### config.mk
export PLATFORM = sky130hd
export DESIGN_NAME = trim_reference_config
export DESIGN_NICKNAME = d
export VERILOG_FILES = /design/src/trim_ref_pkg.sv /design/src/ref_edge_detect.sv /design/src/ref_prescaler.sv /design/src/trim_reference_config.sv
export SDC_FILE = /design/constraint.sdc
export NUM_CORES = 1
export LEC_CHECK = 0
export CORE_ASPECT_RATIO = 2
export CORE_UTILIZATION = 35
export DETAILED_ROUTE_END_ITERATION = 7
export DONT_BUFFER_PORTS = 1
export GPL_TIMING_DRIVEN = 0
export SLEW_MARGIN = 25
export SYNTH_ARGS = -nofsm -noshare
export SYNTH_HDL_FRONTEND = slang
export SYNTH_HIERARCHICAL = 1
export SYNTH_SLANG_ARGS = --single-unit
### constraint.sdc
create_clock -name clk -period 6.1 [get_ports clk]
set_input_delay 0.61 -clock clk [delete_from_list [all_inputs] [get_ports clk]]
set_output_delay 0.61 -clock clk [all_outputs]
set_load 0.005 [all_outputs]
### src/trim_ref_pkg.sv
// Constants shared by the reference configuration and capture path
package trim_ref_pkg;
   localparam logic [3:0] CTRL_OFFSET = 4'h0;
   localparam logic [3:0] CONFIG_OFFSET = 4'h4;
   localparam logic [3:0] STATUS_OFFSET = 4'h8;
   localparam int CTRL_ENABLE_BIT = 0;
   localparam int POLARITY_BIT = 31;
   localparam int SOURCE_HI = 29;
   localparam int SOURCE_LO = 28;
   localparam int DIVIDER_HI = 26;
   localparam int DIVIDER_LO = 24;
   localparam int LIMIT_HI = 23;
   localparam int LIMIT_LO = 16;
   localparam int RELOAD_HI = 15;
   localparam int RELOAD_LO = 0;
   localparam int CAPTURE_HI = 31;
   localparam int CAPTURE_LO = 16;
   localparam int DIRECTION_BIT = 15;
   localparam logic [31:0] CONFIG_RESET = 32'h2022BB7F;
   localparam logic [31:0] CONFIG_WRITABLE = 32'hB7FFFFFF;
   localparam logic [1:0] SOURCE_PIN = 2'h0;
   localparam logic [1:0] SOURCE_CRYSTAL = 2'h1;
   localparam logic [3:0] FULL_WORD = 4'hF;
   localparam logic DIR_UP = 1'b0;
   localparam logic DIR_DOWN = 1'b1;
   localparam int WARN_LOW_FACTOR = 3;
   localparam int WARN_HIGH_SHIFT = 7;
endpackage

### src/ref_edge_detect.sv
// Two-stage synchroniser and polarity-selected edge detector for one reference input
`timescale 1ns/1ps
module ref_edge_detect
   import trim_ref_pkg::*;
(
   // Clock and reset
   input wire logic clk,
   input wire logic sys_rst,
   // Reference
   input wire logic raw_in,
   input wire logic falling_sel,
   // Edge event
   output logic edge_pulse
);
   typedef struct packed {
      logic stage1;
      logic stage2;
      logic last;
   } edge_state_type;

   edge_state_type state_reg;
   edge_state_type state_next;

   always_comb begin
      state_next = state_reg;
      state_next.stage1 = raw_in;
      state_next.stage2 = state_reg.stage1;
      state_next.last = state_reg.stage2;
   end

   always_ff @(posedge clk or posedge sys_rst) begin
      if (sys_rst) begin
         state_reg <= '0;
      end else begin
         state_reg <= state_next;
      end
   end

   // Polarity picks which transition counts as an edge
   assign edge_pulse = (state_reg.stage2 != state_reg.last) && (state_reg.stage2 == !falling_sel);
endmodule

### src/ref_prescaler.sv
// Power-of-two divider of reference edges into single-cycle sync pulses
`timescale 1ns/1ps
module ref_prescaler
   import trim_ref_pkg::*;
(
   // Clock and reset
   input wire logic clk,
   input wire logic sys_rst,
   // Control
   input wire logic run,
   input wire logic [2:0] divider,
   // Edges in, sync pulses out
   input wire logic edge_in,
   output logic sync_pulse
);
   typedef struct packed {
      logic [6:0] count;
   } div_state_type;

   div_state_type state_reg;
   div_state_type state_next;
   logic [6:0] mask;

   assign mask = 7'(({1'b0, 7'h7F} >> (3'h7 - divider)));
   assign sync_pulse = run && edge_in && (state_reg.count == mask);

   always_comb begin
      state_next = state_reg;
      if (!run) begin
         state_next.count = '0;
      end else if (edge_in) begin
         state_next.count = sync_pulse ? 7'h00 : 7'(state_reg.count + 7'h01);
      end
   end

   always_ff @(posedge clk or posedge sys_rst) begin
      if (sys_rst) begin
         state_reg <= '0;
      end else begin
         state_reg <= state_next;
      end
   end
endmodule

### src/trim_reference_config.sv
// Reference configuration registers, trim counter and sync capture
//
// Overview of operation
// - Configuration writes are ignored while the trim counter is enabled.
// - Polarity bit 31 picks rising (0) or falling (1) reference edges.
// - Source field 29:28 picks pin (00) or crystal (01); others reserved.
// - Divider field 26:24 divides the reference by two to its value.
// - Base limit 23:16 is software read/write and feeds the classification logic.
// - Each sync pulse loads the reload value 15:0 into the trim counter.
// - Status bits 31:16 show the captured counter value.
// - Configuration reads back 0x2022BB7F after reset.
// - Each sync pulse copies the trim counter into the captured value.
// - A sync pulse while counting captures direction into status bit 15.
// - Count between three and 128 times the limit at a sync pulse, except the first after enable, flags a correctable warning.
`timescale 1ns/1ps
module trim_reference_config
   import trim_ref_pkg::*;
(
   // Clock and reset
   input wire logic clk,
   input wire logic sys_rst,
   // Avalon-MM slave
   input wire logic [3:0] avs_address,
   input wire logic avs_read,
   input wire logic avs_write,
   input wire logic [31:0] avs_writedata,
   input wire logic [3:0] avs_byteenable,
   output logic [31:0] avs_readdata,
   output logic avs_waitrequest,
   // Reference inputs
   input wire logic external_sync_input,
   input wire logic low_speed_crystal_clock,
   // Towards the classification and trim logic
   output logic trim_counter_enable,
   output logic [7:0] trim_base_limit,
   output logic [15:0] counter_capture_value,
   output logic captured_count_direction,
   output logic reference_sync_pulse,
   output logic trim_warning
);
   typedef struct packed {
      logic enable;
      logic [31:0] config_word;
      logic [15:0] count;
      logic direction;
      logic [15:0] capture;
      logic capture_dir;
      logic warning;
      logic sync_seen;
      logic ack;
      logic [31:0] rdata;
   } main_state_type;

   main_state_type state_reg;
   main_state_type state_next;

   logic pin_edge;
   logic crystal_edge;
   logic selected_edge;
   logic sync_pulse;
   logic [1:0] source;
   logic [15:0] reload;
   logic [15:0] limit_x128;
   logic [15:0] limit_x3;
   logic request;
   logic accept;
   logic cfg_write_ok;
   logic warn_cond;
   logic [31:0] status_word;

   assign source = state_reg.config_word[SOURCE_HI:SOURCE_LO];
   assign reload = state_reg.config_word[RELOAD_HI:RELOAD_LO];
   assign trim_base_limit = state_reg.config_word[LIMIT_HI:LIMIT_LO];
   assign limit_x128 = 16'({trim_base_limit, 7'h00} >> (7 - WARN_HIGH_SHIFT));
   assign limit_x3 = 16'(trim_base_limit * WARN_LOW_FACTOR);

   // Both references are synchronised and polarity-checked before the divider
   ref_edge_detect pin_detect (
      .clk(clk),
      .sys_rst(sys_rst),
      .raw_in(external_sync_input),
      .falling_sel(state_reg.config_word[POLARITY_BIT]),
      .edge_pulse(pin_edge)
   );

   ref_edge_detect crystal_detect (
      .clk(clk),
      .sys_rst(sys_rst),
      .raw_in(low_speed_crystal_clock),
      .falling_sel(state_reg.config_word[POLARITY_BIT]),
      .edge_pulse(crystal_edge)
   );

   always_comb begin
      case (source)
         SOURCE_PIN: selected_edge = pin_edge;
         SOURCE_CRYSTAL: selected_edge = crystal_edge;
         default: selected_edge = 1'b0;
      endcase
   end

   ref_prescaler divider (
      .clk(clk),
      .sys_rst(sys_rst),
      .run(state_reg.enable),
      .divider(state_reg.config_word[DIVIDER_HI:DIVIDER_LO]),
      .edge_in(selected_edge),
      .sync_pulse(sync_pulse)
   );

   // One wait state per access; the answer comes on the second cycle
   assign request = avs_read || avs_write;
   assign avs_waitrequest = request && !state_reg.ack;
   assign accept = request && state_reg.ack;
   assign cfg_write_ok = accept && avs_write && avs_address == CONFIG_OFFSET
      && avs_byteenable == FULL_WORD && !state_reg.enable;
   assign warn_cond = (state_reg.count >= limit_x3) && (state_reg.count < limit_x128);

   assign status_word = {state_reg.capture, state_reg.capture_dir, 15'h0000};

   always_comb begin
      state_next = state_reg;
      state_next.ack = request && !state_reg.ack;
      state_next.warning = 1'b0;
      if (request && !state_reg.ack) begin
         case (avs_address)
            CTRL_OFFSET: state_next.rdata = {31'h00000000, state_reg.enable};
            CONFIG_OFFSET: state_next.rdata = state_reg.config_word;
            STATUS_OFFSET: state_next.rdata = status_word;
            default: state_next.rdata = 32'h00000000;
         endcase
      end
      if (accept && avs_write && avs_address == CTRL_OFFSET && avs_byteenable[0]) begin
         state_next.enable = avs_writedata[CTRL_ENABLE_BIT];
      end
      if (cfg_write_ok) begin
         // Reserved bits keep their reset value
         state_next.config_word = (avs_writedata & CONFIG_WRITABLE) | (CONFIG_RESET & ~CONFIG_WRITABLE);
      end
      if (!state_reg.enable) begin
         state_next.sync_seen = 1'b0;
      end else if (sync_pulse) begin
         state_next.count = reload;
         state_next.direction = DIR_DOWN;
         state_next.sync_seen = 1'b1;
         state_next.capture = state_reg.count;
         state_next.capture_dir = state_reg.direction;
         state_next.warning = state_reg.sync_seen && warn_cond;
      end else if (state_reg.sync_seen) begin
         if (state_reg.direction == DIR_DOWN) begin
            if (state_reg.count == 16'h0000) begin
               state_next.direction = DIR_UP;
               state_next.count = 16'h0001;
            end else begin
               state_next.count = 16'(state_reg.count - 16'h0001);
            end
         end else if (state_reg.count < limit_x128) begin
            // Up-counting stops at 128 times the limit
            state_next.count = 16'(state_reg.count + 16'h0001);
         end
      end
   end

   always_ff @(posedge clk or posedge sys_rst) begin
      if (sys_rst) begin
         state_reg.enable <= 1'b0;
         state_reg.config_word <= CONFIG_RESET;
         state_reg.count <= 16'h0000;
         state_reg.direction <= DIR_UP;
         state_reg.capture <= 16'h0000;
         state_reg.capture_dir <= DIR_UP;
         state_reg.warning <= 1'b0;
         state_reg.sync_seen <= 1'b0;
         state_reg.ack <= 1'b0;
         state_reg.rdata <= 32'h00000000;
      end else begin
         state_reg <= state_next;
      end
   end

   assign avs_readdata = state_reg.rdata;
   assign trim_counter_enable = state_reg.enable;
   assign counter_capture_value = state_reg.capture;
   assign captured_count_direction = state_reg.capture_dir;
   assign reference_sync_pulse = sync_pulse && state_reg.enable;
   assign trim_warning = state_reg.warning;
endmodule

==> results of run 1 <==
[layout make-up]
cell class	instances	area (sq um)
fill	1843	10900
multi-input combinational	461	3080
sequential	113	2850
buffer	92	583
clock buffer	20	457
tap	216	270
inverter	29	114
clock inverter	12	109
timing repair buffer	2	37.5
[cells by family after synthesis]
family	synth area share [%]
XOR/XNOR	2.65
adder cells (fa/ha/maj)	5.59
AND/OR/NAND/NOR	16.5
flip-flops	43.0
AO/OA/AOI/OAI	16.0
multiplexers	5.75
buffers and inverters	10.5
[routing by layer]
| layer | up-vias | wire, um |
|---|---|---|
| met4 | 0 | 1060 |
| met3 | 53 | 680 |
| met5 | - | 0 |
| met1 | 2592 | 6580 |
| met2 | 163 | 11100 |
| li1 | 2450 | - |
[critical path, stage by stage, from the launching register on]
cell,delay (ps)
dfrtp_1,480
or3_1,430
or3_1,330
nand3_2,110
o221ai_4,160
and2b_2,340
nand2_1,280
inv_2,350
[cells in the final DEF, fill, tap and decap left out, types with 3 or more instances in the layout]
cell type and count:
dfrtp_1 97, nand2_1 95, o21ai_0 70, buf_4 56
mux2_2 32, nand3_1 31, ha_1 28, inv_1 27
a21oi_1 27, nor2_1 24, clkbuf_1 23, clkbuf_16 17
dfstp_2 16, a22oi_1 15, nor3_1 14, xnor2_1 11
xor2_1 9, buf_2 9, nor2b_1 7, nor4_1 7
o31ai_1 6, a32o_1 6, and2_1 4, a22o_1 4
nand4_1 4, nand2b_1 4, clkinv_2 4, a31oi_1 3
or3_1 3, o211ai_1 3, o22ai_1 3, nand4b_1 3
and3_1 3, a21o_1 3, inv_6 3, clkinv_4 3
[worst min-delay path by stage]
stage / from / to / slack, ps / depth (start not counted)
after detailed placement: pin_detect/state_next[1]$_DFF_PP0_ / pin_detect/state_next[0]$_DFF_PP0_ / 340 / 0
after global routing: sys_rst / divider/state_reg[0]$_DFFE_PP0P_ / 30 / 1
after CTS: sys_rst / divider/state_reg[5]$_DFFE_PP0P_ / 8 / 1
final: sys_rst / divider/state_reg[0]$_DFFE_PP0P_ / 20 / 1
after floorplan: crystal_detect/state_next[1]$_DFF_PP0_ / crystal_detect/state_next[0]$_DFF_PP0_ / 330 / 0
after global placement: crystal_detect/state_next[1]$_DFF_PP0_ / crystal_detect/state_next[0]$_DFF_PP0_ / 340 / 0
[power by group]
group / switching (mW) / total [mW] / leakage, nW / internal, mW
Combinational: 0.154 / 0.232 / 1.75 / 0.0782
Clock: 0.364 / 0.945 / 0.277 / 0.581
Sequential: 0.0209 / 0.791 / 1.47 / 0.770
Total: 0.539 / 1.97 / 3.49 / 1.43
[stage by stage]
stage | cells | util (%) | power [mW] | worst slack (ps) | hold slack [ps]
finish | 945 | 40.8 | 1.97 | 2570 | 15.3
global route | 945 | 40.8 | 2.04 | 2410 | 26.4
CTS | 945 | 40.8 | 1.98 | 2540 | 8.26
detailed placement | 912 | 37.6 | 1.03 | 2760 | 344
global placement | 911 | 37.5 | 1.03 | 1640 | 335
floorplan | 695 | - | 0.962 | 2900 | 331
[repair_timing]
action,4_1_cts,5_1_grt
hold buffers,1,0
setup endpoints to repair,0,0
hold endpoints to repair,6,0
==> flow_summary_export.csv, run 1 <==
group,metric,value,unit
synth,synthFlopType,"dfrtp_1",
grt,met1_usage,20.0,%
die,io_pins,107,
clock_network,path_clk_slew,60,ps
route,drc,0,
clock_network,cts_setup_buffers,0,
cells_and_area,drive_above_1_share,22.9,%
worst_hold_path,hold_class,"input port to asynchronous set/reset pin",
grt,grt_pass1_vias,5339,
placed_design,placed_cell_area,6920,sq um
route,route.vias.total,5258,
setup_path,worstSetupPathType,"register to output pin",
power,ir_worst_vdd,179,uV
synth,synth-seq-cells,113,
synth,synth_area_leader_cell,"dfrtp_1",
clock_network,clock_path_buffers,2,
run,drv_cap,0,
power,p_leak,3.49,nW
die,num_rows,70,
sta,fin_crit_sh,57.8,%
grt,grt_max_degree,63,
grt,met2_usage,39.4,%
status,status,"completed",
cells_and_area,area_growth,13.3,%
clock_network,cts_resized,0,
synth,syn_area_per_cell,9.53,sq um
die,core,18400,sq um
synth,synth-async-reset-ratio,100,%
grt,overflow,0,
setup_path,crit_fanout,10,
sta,finalSetupViolCount,0,
setup_path,endpoint_kind,"output pin",
sta,slew_headroom,39.7,%
setup_path,reg2regPathDepth,10,
synth,yosys-top-cells-count,"dfrtp_1 (97), nand2_1 (95), o21ai_0 (70)",
setup_path,r2r_setup_slack,2640,ps
synth,syn-cell-area,6620,sq um
clock_network,cts_tree,"done",
synth,ys_types,67,
cells_and_area,stdcell_area,7500,sq um
cells_and_area,fin_nets,791,
grt,grt_pass1_wl,30200,um
cells_and_area,n_antenna_cell,0,
route,dr.pass1.iters,6,
setup_path,cp.required,5490,ps
clock_network,clkLatencyLatePin,420,ps
setup_path,cp-endpoint,"reference_sync_pulse",
grt,gr-usage-met3,3.87,%
sta,fin_skew,5.42,ps
synth,synth_most_common_cell,"dfrtp_1",
setup_path,reg2reg_from,"state_reg[93]$_DFFE_PP0P_",
grt,grtUsageTotal,20.8,%
setup_path,timing.rr.end,"state_reg[57]$_DFFE_PP0P_",
placed_design,place_hpwl,14900,um
synth,syn-num-nets,770,
die,initial_core_util,36.0,%
sta,tns,0,ps
cells_and_area,largest_reg_flops,32,
synth,synth-edff-count,0,
sta,min_period,3530,ps
die,die_h,196,um
route,dr.first_iter.drc_count,372,
synth,synth-seq-area-share,43.0,%
synth,synth_warnings,6,
synth,synth_top_area_share,36.7,%
sta,drv_slew,0,
clock_network,htree_num_levels,4,
setup_path,critPathArrivalTime,2920,ps
die,dieWidth,99.3,um
die,dieArea,19500,sq um
sta,finalHoldViolCount,0,
sta,rsz0062_at_grt,"false",
clock_network,cts_buffers,17,
synth,syn_inst,695,
grt,busiest_layer,"met2",
setup_path,critPathLaunchType,"register",
grt,antenna_found_initial,0,
route,ant_nets,0,
placed_design,gp_congestion,0.952,
route,routed_wl,19400,um
synth,synth_area_leaders,"dfrtp_1 (37%), buf_4 (6.4%), dfstp_2 (6.4%)",
route,avgRoutedWirePerCell,20.6,um
clock_network,cts_root_buf,"clkbuf_16",
placed_design,numPortBuffers,0,
setup_path,critPathLaunch,"state_reg[93]$_DFFE_PP0P_",
clock_network,cts.sinks,113,
sta,tightest_slew,902,ps
route,viasPerCell,5.56,
power,power_density,262,nW/um^2
sta,max_freq,0.284,GHz
Power figures use the tool's default switching activity.
==> run 2: changes to the inputs <==
Clock period 6.1 ns to 3.6 ns, I/O delays scaled along.
==> flow_summary_export.csv, run 2 (same netlist as run 1, synthesis figures left out) <==
group,metric,value,unit
route,ant_nets,0,
clock_network,cts.sinks,113,
route,drc,0,
sta,drv_slew,0,
route,routed_wl,19400,um
worst_hold_path,hold_depth,2,
setup_path,cp.required,3830,ps
clock_network,cts_root_buf,"clkbuf_16",
setup_path,r2r_setup_slack,150,ps
die,initial_core_util,36.0,%
placed_design,gp_congestion,0.952,
power,clock_power_share,47.9,%
die,dieWidth,99.3,um
power,seq_power_share,40.2,%
sta,slew_headroom,38.5,%
power,p_comb_share,11.9,%
setup_path,endpoint_kind,"register",
worst_hold_path,hp-start,"avs_writedata[6]",
route,viasPerCell,5.58,
cells_and_area,fin_cells,947,
setup_path,reg2regPathDepth,10,
sta,rsz0062_at_grt,"false",
sta,min_period,3450,ps
route,route.vias.total,5281,
grt,overflow,0,
die,core,18400,sq um
status,status,"completed",
clock_network,clock_path_buffers,2,
cells_and_area,largest_reg_flops,32,
setup_path,critical_path.max_stage_delay,530,ps
route,dr.pass1.iters,6,
grt,grt_pass1_vias,5358,
sta,fin_crit_sh,95.9,%
power,ir_worst_vdd,302,uV
power,power_density,443,nW/um^2
setup_path,critPathArrivalTime,3680,ps
die,io_pins,107,
placed_design,numPortBuffers,0,
setup_path,slowest_stage,"clkbuf_1",
setup_path,timing.rr.end,"state_reg[57]$_DFFE_PP0P_",
setup_path,critPathLaunchType,"register",
setup_path,path_cells,"or3_1 > nand4b_1 > nand3_2 > o221ai_4 > and2b_2 > nor2_1 > nand2_1 > o211ai_1 > clkbuf_1 > o21ai_0",
cells_and_area,fin_nets,793,
sta,tightest_slew,919,ps
setup_path,worstSetupPathType,"register to register",
cells_and_area,drive_above_1_share,22.8,%
die,die_h,196,um
power,p_int,2.42,mW
clock_network,cts_buffers,17,
sta,finalHoldViolCount,0,
worst_hold_path,min_to,"reload[6]$_DFFE_PP1P_",
sta,fin_skew,4.30,ps
route,avgRoutedWirePerCell,20.5,um
cells_and_area,n_antenna_cell,0,
setup_path,crit_fanout,10,
run,drv_cap,0,
clock_network,htree_num_levels,4,
cells_and_area,area_growth,13.6,%
grt,grtUsageTotal,20.8,%
power,switching_share,27.3,%
die,dieArea,19500,sq um
cells_and_area,final_cell_mix,"dfrtp_1 (97), nand2_1 (95), o21ai_0 (70)",
worst_hold_path,hold_class,"input port to register",
placed_design,dp_cells,912,
clock_network,cts_tree,"done",
grt,grt_pass1_wl,30300,um
sta,finalSetupViolCount,0,
grt,antenna_found_initial,0,
clock_network,path_clk_slew,60,ps
power,p_sw,0.908,mW
clock_network,clkLatencyLatePin,420,ps
sta,max_freq,0.290,GHz
grt,grt_max_degree,63,
die,num_rows,70,
sta,holdWs,55.2,ps
cells_and_area,final_common_cell,"dfrtp_1",
setup_path,reg2reg_from,"state_reg[93]$_DFFE_PP0P_",
clock_network,cts_setup_buffers,0,
route,dr.first_iter.drc_count,344,
placed_design,place_hpwl,14900,um
power,p_leak,3.50,nW
## run 2: worst max-delay path, delay by kind of cell (launching register included)
kind,cells,cell delay (ps)
and+or+nand+nor,6,1480
AOI/OAI and AO/OA,3,760
buffers and inverters,1,530
DFF,1,480
## run 2: worst max path at each step
stage | from | cells after the start | endpoint | slack [ps]
2_1_floorplan | sys_rst | 1 | avs_readdata[0]$_DFFE_PP0P_ | 650
3_3_place_gp | sys_rst | 1 | counter_capture_value[2]$_DFFE_PP0P_ | -610
3_5_place_dp | state_reg[93]$_DFFE_PP0P_ | 10 | state_reg[57]$_DFFE_PP0P_ | 260
4_1_cts | state_reg[93]$_DFFE_PP0P_ | 10 | state_reg[57]$_DFFE_PP0P_ | 220
5_1_grt | state_reg[93]$_DFFE_PP0P_ | 10 | state_reg[57]$_DFFE_PP0P_ | 40
6_report | state_reg[93]$_DFFE_PP0P_ | 10 | state_reg[57]$_DFFE_PP0P_ | 150
## run 2: layout make-up
class	instances	area, sq um
timing repair buffer	4	57.6
tap	216	270
clock buffer	20	457
clock inverter	12	109
sequential	113	2850
fill	1843	10900
inverter	29	114
buffer	92	583
multi-input combinational	461	3080
## run 2: power by group through the flow
stage | logic [mW] | clock network [mW] | registers (mW)
6_report | 0.396 | 1.60 | 1.34
5_1_grt | 0.436 | 1.68 | 1.34
4_1_cts | 0.395 | 1.63 | 1.34
3_5_place_dp | 0.388 | 0 | 1.36
3_3_place_gp | 0.383 | 0 | 1.36
2_1_floorplan | 0.284 | 0 | 1.35
## run 2: routing by layer
layer	global-route usage (%)	up-vias	wire, um
li1	-	2458	-
met4	13.5	0	1090
met3	3.87	56	688
met5	0	-	0
met2	39.4	157	11100
met1	20.1	2610	6600
## run 2: repair_timing
action | 4_1_cts | 5_1_grt
hold buffers | 3 | 0
gates resized for setup | 0 | 0
hold endpoints to repair | 51 | 0
## run 2: metrics by stage
step / utilization, % / TNS, ps / area, sq um / setup WS (ps) / total power [mW]
5_1_grt: 40.9 / 0 / 7520 / 37.0 / 3.46
3_5_place_dp: 37.6 / 0 / 6920 / 260 / 1.75
2_1_floorplan: - / 0 / 6620 / 648 / 1.63
3_3_place_gp: 37.5 / -50430 / 6890 / -613 / 1.74
6_report: 40.9 / 0 / 7520 / 149 / 3.33
4_1_cts: 40.9 / 0 / 7520 / 225 / 3.37
==> run 3: changes to the inputs <==
Settings changed: CORE_MARGIN set to 2.
==> flow_summary_export.csv, run 3 (same netlist as run 1, synthesis figures left out) <==
group,metric,value,unit
power,p_sw,0.905,mW
setup_path,critPathArrivalTime,3650,ps
die,num_rows,71,
cells_and_area,n_antenna_cell,0,
placed_design,gp_congestion,0.939,
clock_network,clkLatencyLatePin,420,ps
setup_path,critPathLaunchType,"register",
grt,grtUsageTotal,19.8,%
die,dieArea,20100,sq um
cells_and_area,drive_above_1_share,23.3,%
grt,met1_usage,19.2,%
clock_network,cts_setup_buffers,0,
route,dr.first_iter.drc_count,376,
power,p_int,2.65,mW
grt,grt_pass1_wl,29600,um
clock_network,cts_buffers,17,
setup_path,path_cells,"nand2b_1 > o21ai_2 > mux2i_1 > nor2_1 > and2_1 > clkbuf_1 > and2b_2 > nor2_1 > nand2_1 > o211ai_1 > clkbuf_1 > nand2_1 > o21ai_0",
power,switching_share,25.5,%
power,clock_power_share,51.2,%
route,dr.pass1.iters,5,
route,route.vias.total,5184,
clock_network,cts.sinks,113,
cells_and_area,largest_reg_flops,32,
cells_and_area,multi_input_area,3080,sq um
route,avgRoutedWirePerCell,20.4,um
grt,overflow,0,
sta,drv_slew,0,
power,power,3.56,mW
sta,min_period,3350,ps
placed_design,pre_cts_slack,168,ps
sta,slew_headroom,30.1,%
worst_hold_path,hold_class,"input port to register",
grt,grt_max_degree,67,
clock_network,cts_root_buf,"clkbuf_16",
run,drv_cap,0,
power,ir_worst_vdd,372,uV
placed_design,numPortBuffers,0,
cells_and_area,fin_cells,950,
die,core,18700,sq um
route,ant_nets,0,
power,p_comb_share,11.1,%
die,dieWidth,101,um
sta,finalHoldViolCount,0,
sta,fin_skew,8.63,ps
power,p_leak,3.53,nW
cells_and_area,num-fill-cells,1865,
sta,max_freq,0.298,GHz
placed_design,dp_cells,915,
grt,gr-usage-met3,3.30,%
setup_path,critical_path.max_stage_delay,470,ps
sta,finalSetupViolCount,0,
sta,tns,0,ps
status,status,"completed",
sta,holdWs,52.3,ps
cells_and_area,final_util,40.8,%
sta,fin_crit_sh,93.1,%
power,power_density,468,nW/um^2
sta,setup_slack,249,ps
setup_path,crit_fanout,10,
cells_and_area,area_growth,14.9,%
setup_path,cp.required,3900,ps
sta,rsz0062_at_grt,"false",
setup_path,slowest_stage,"clkbuf_1",
cells_and_area,final_cell_mix,"dfrtp_1 (97), nand2_1 (95), o21ai_0 (70)",
placed_design,placed_cell_area,6930,sq um
route,drc,0,
cells_and_area,seq_area,2850,sq um
setup_path,worstSetupPathType,"register to register",
route,viasPerCell,5.46,
grt,grt_pass1_vias,5229,
cells_and_area,fin_nets,793,
sta,tightest_slew,1050,ps
placed_design,place_hpwl,15100,um
grt,antenna_found_initial,0,
die,die_h,198,um
setup_path,endpoint_kind,"register",
clock_network,cts_tree,"done",
cells_and_area,stdcell_area,7610,sq um
clock_network,clock_path_buffers,2,
die,initial_core_util,35.5,%
clock_network,htree_num_levels,4,
power,seq_power_share,37.7,%
cells_and_area,final_common_cell,"dfrtp_1",
route,routed_wl,19400,um
die,io_pins,107,
clock_network,path_clk_slew,50,ps
grt,busiest_layer,"met2",
grt,met2_usage,38.4,%
## run 3: cell types whose count changed in the layout (fill, tap and decap cells not counted), sizes merged
cell	previous run	this run
bufinv	1	4
inv	31	30
clkinvlp	2	5
clkinv	7	2
## run 3: power groups by stage
stage | clock, mW | combinational [mW] | sequential [mW]
floorplan | 0 | 0.284 | 1.35
global placement | 0 | 0.380 | 1.36
detailed placement | 0 | 0.386 | 1.36
CTS | 1.85 | 0.392 | 1.34
global route | 1.91 | 0.434 | 1.34
finish | 1.82 | 0.395 | 1.34
## run 3: final timing paths
path                                                         from  slack (ps)  depth (start not counted)                                      to
setup reg to reg                       state_reg[100]$_DFFE_PP0P_         250                         13               state_reg[57]$_DFFE_PP0P_
min in group asynchronous                                 sys_rst         440                          2  crystal_detect/state_next[0]$_DFF_PP0_
setup / recovery                       state_reg[100]$_DFFE_PP0P_         250                         13               state_reg[57]$_DFFE_PP0P_
hold reg to reg            crystal_detect/state_next[1]$_DFF_PP0_         350                          0  crystal_detect/state_next[0]$_DFF_PP0_
max in group asynchronous                                 sys_rst        2360                          3                   reload[8]$_DFFE_PP1P_
hold / removal                                  avs_writedata[17]          50                          2          trim_base_limit[1]$_DFFE_PP1P_
## run 3: per-layer routing
metal / wire length [um] / vias to the layer above / share of wire (%)
met5: 0 / - / 0
met4: 896 / 0 / 4.6
met3: 780 / 42 / 4.0
met2: 11200 / 168 / 58
met1: 6500 / 2521 / 34
li1: - / 2453 / -
## run 3: area by class of cell
class	count	share of cell area [%]
clock buffers	20	6.14
multi-input cells	461	40.5
inverters	29	1.50
flip-flops and latches	113	37.4
well taps	219	3.60
plain buffers	92	7.70
clock inverters	12	2.37
repair buffers	4	0.757
## run 3: what timing repair did
item | 4_1_cts | 5_1_grt
hold buffers | 3 | 0
endpoints found under the hold margin | 47 | 0
setup endpoints to repair | 0 | 4
gates resized for setup | 0 | 4
## run 3: worst max-delay path: cells and delay by family (launching register included)
kind | cells | cell delay [ps]
mux | 1 | 220
compound gates | 3 | 560
simple gates | 7 | 1370
buf+inv | 2 | 640
flops | 1 | 450
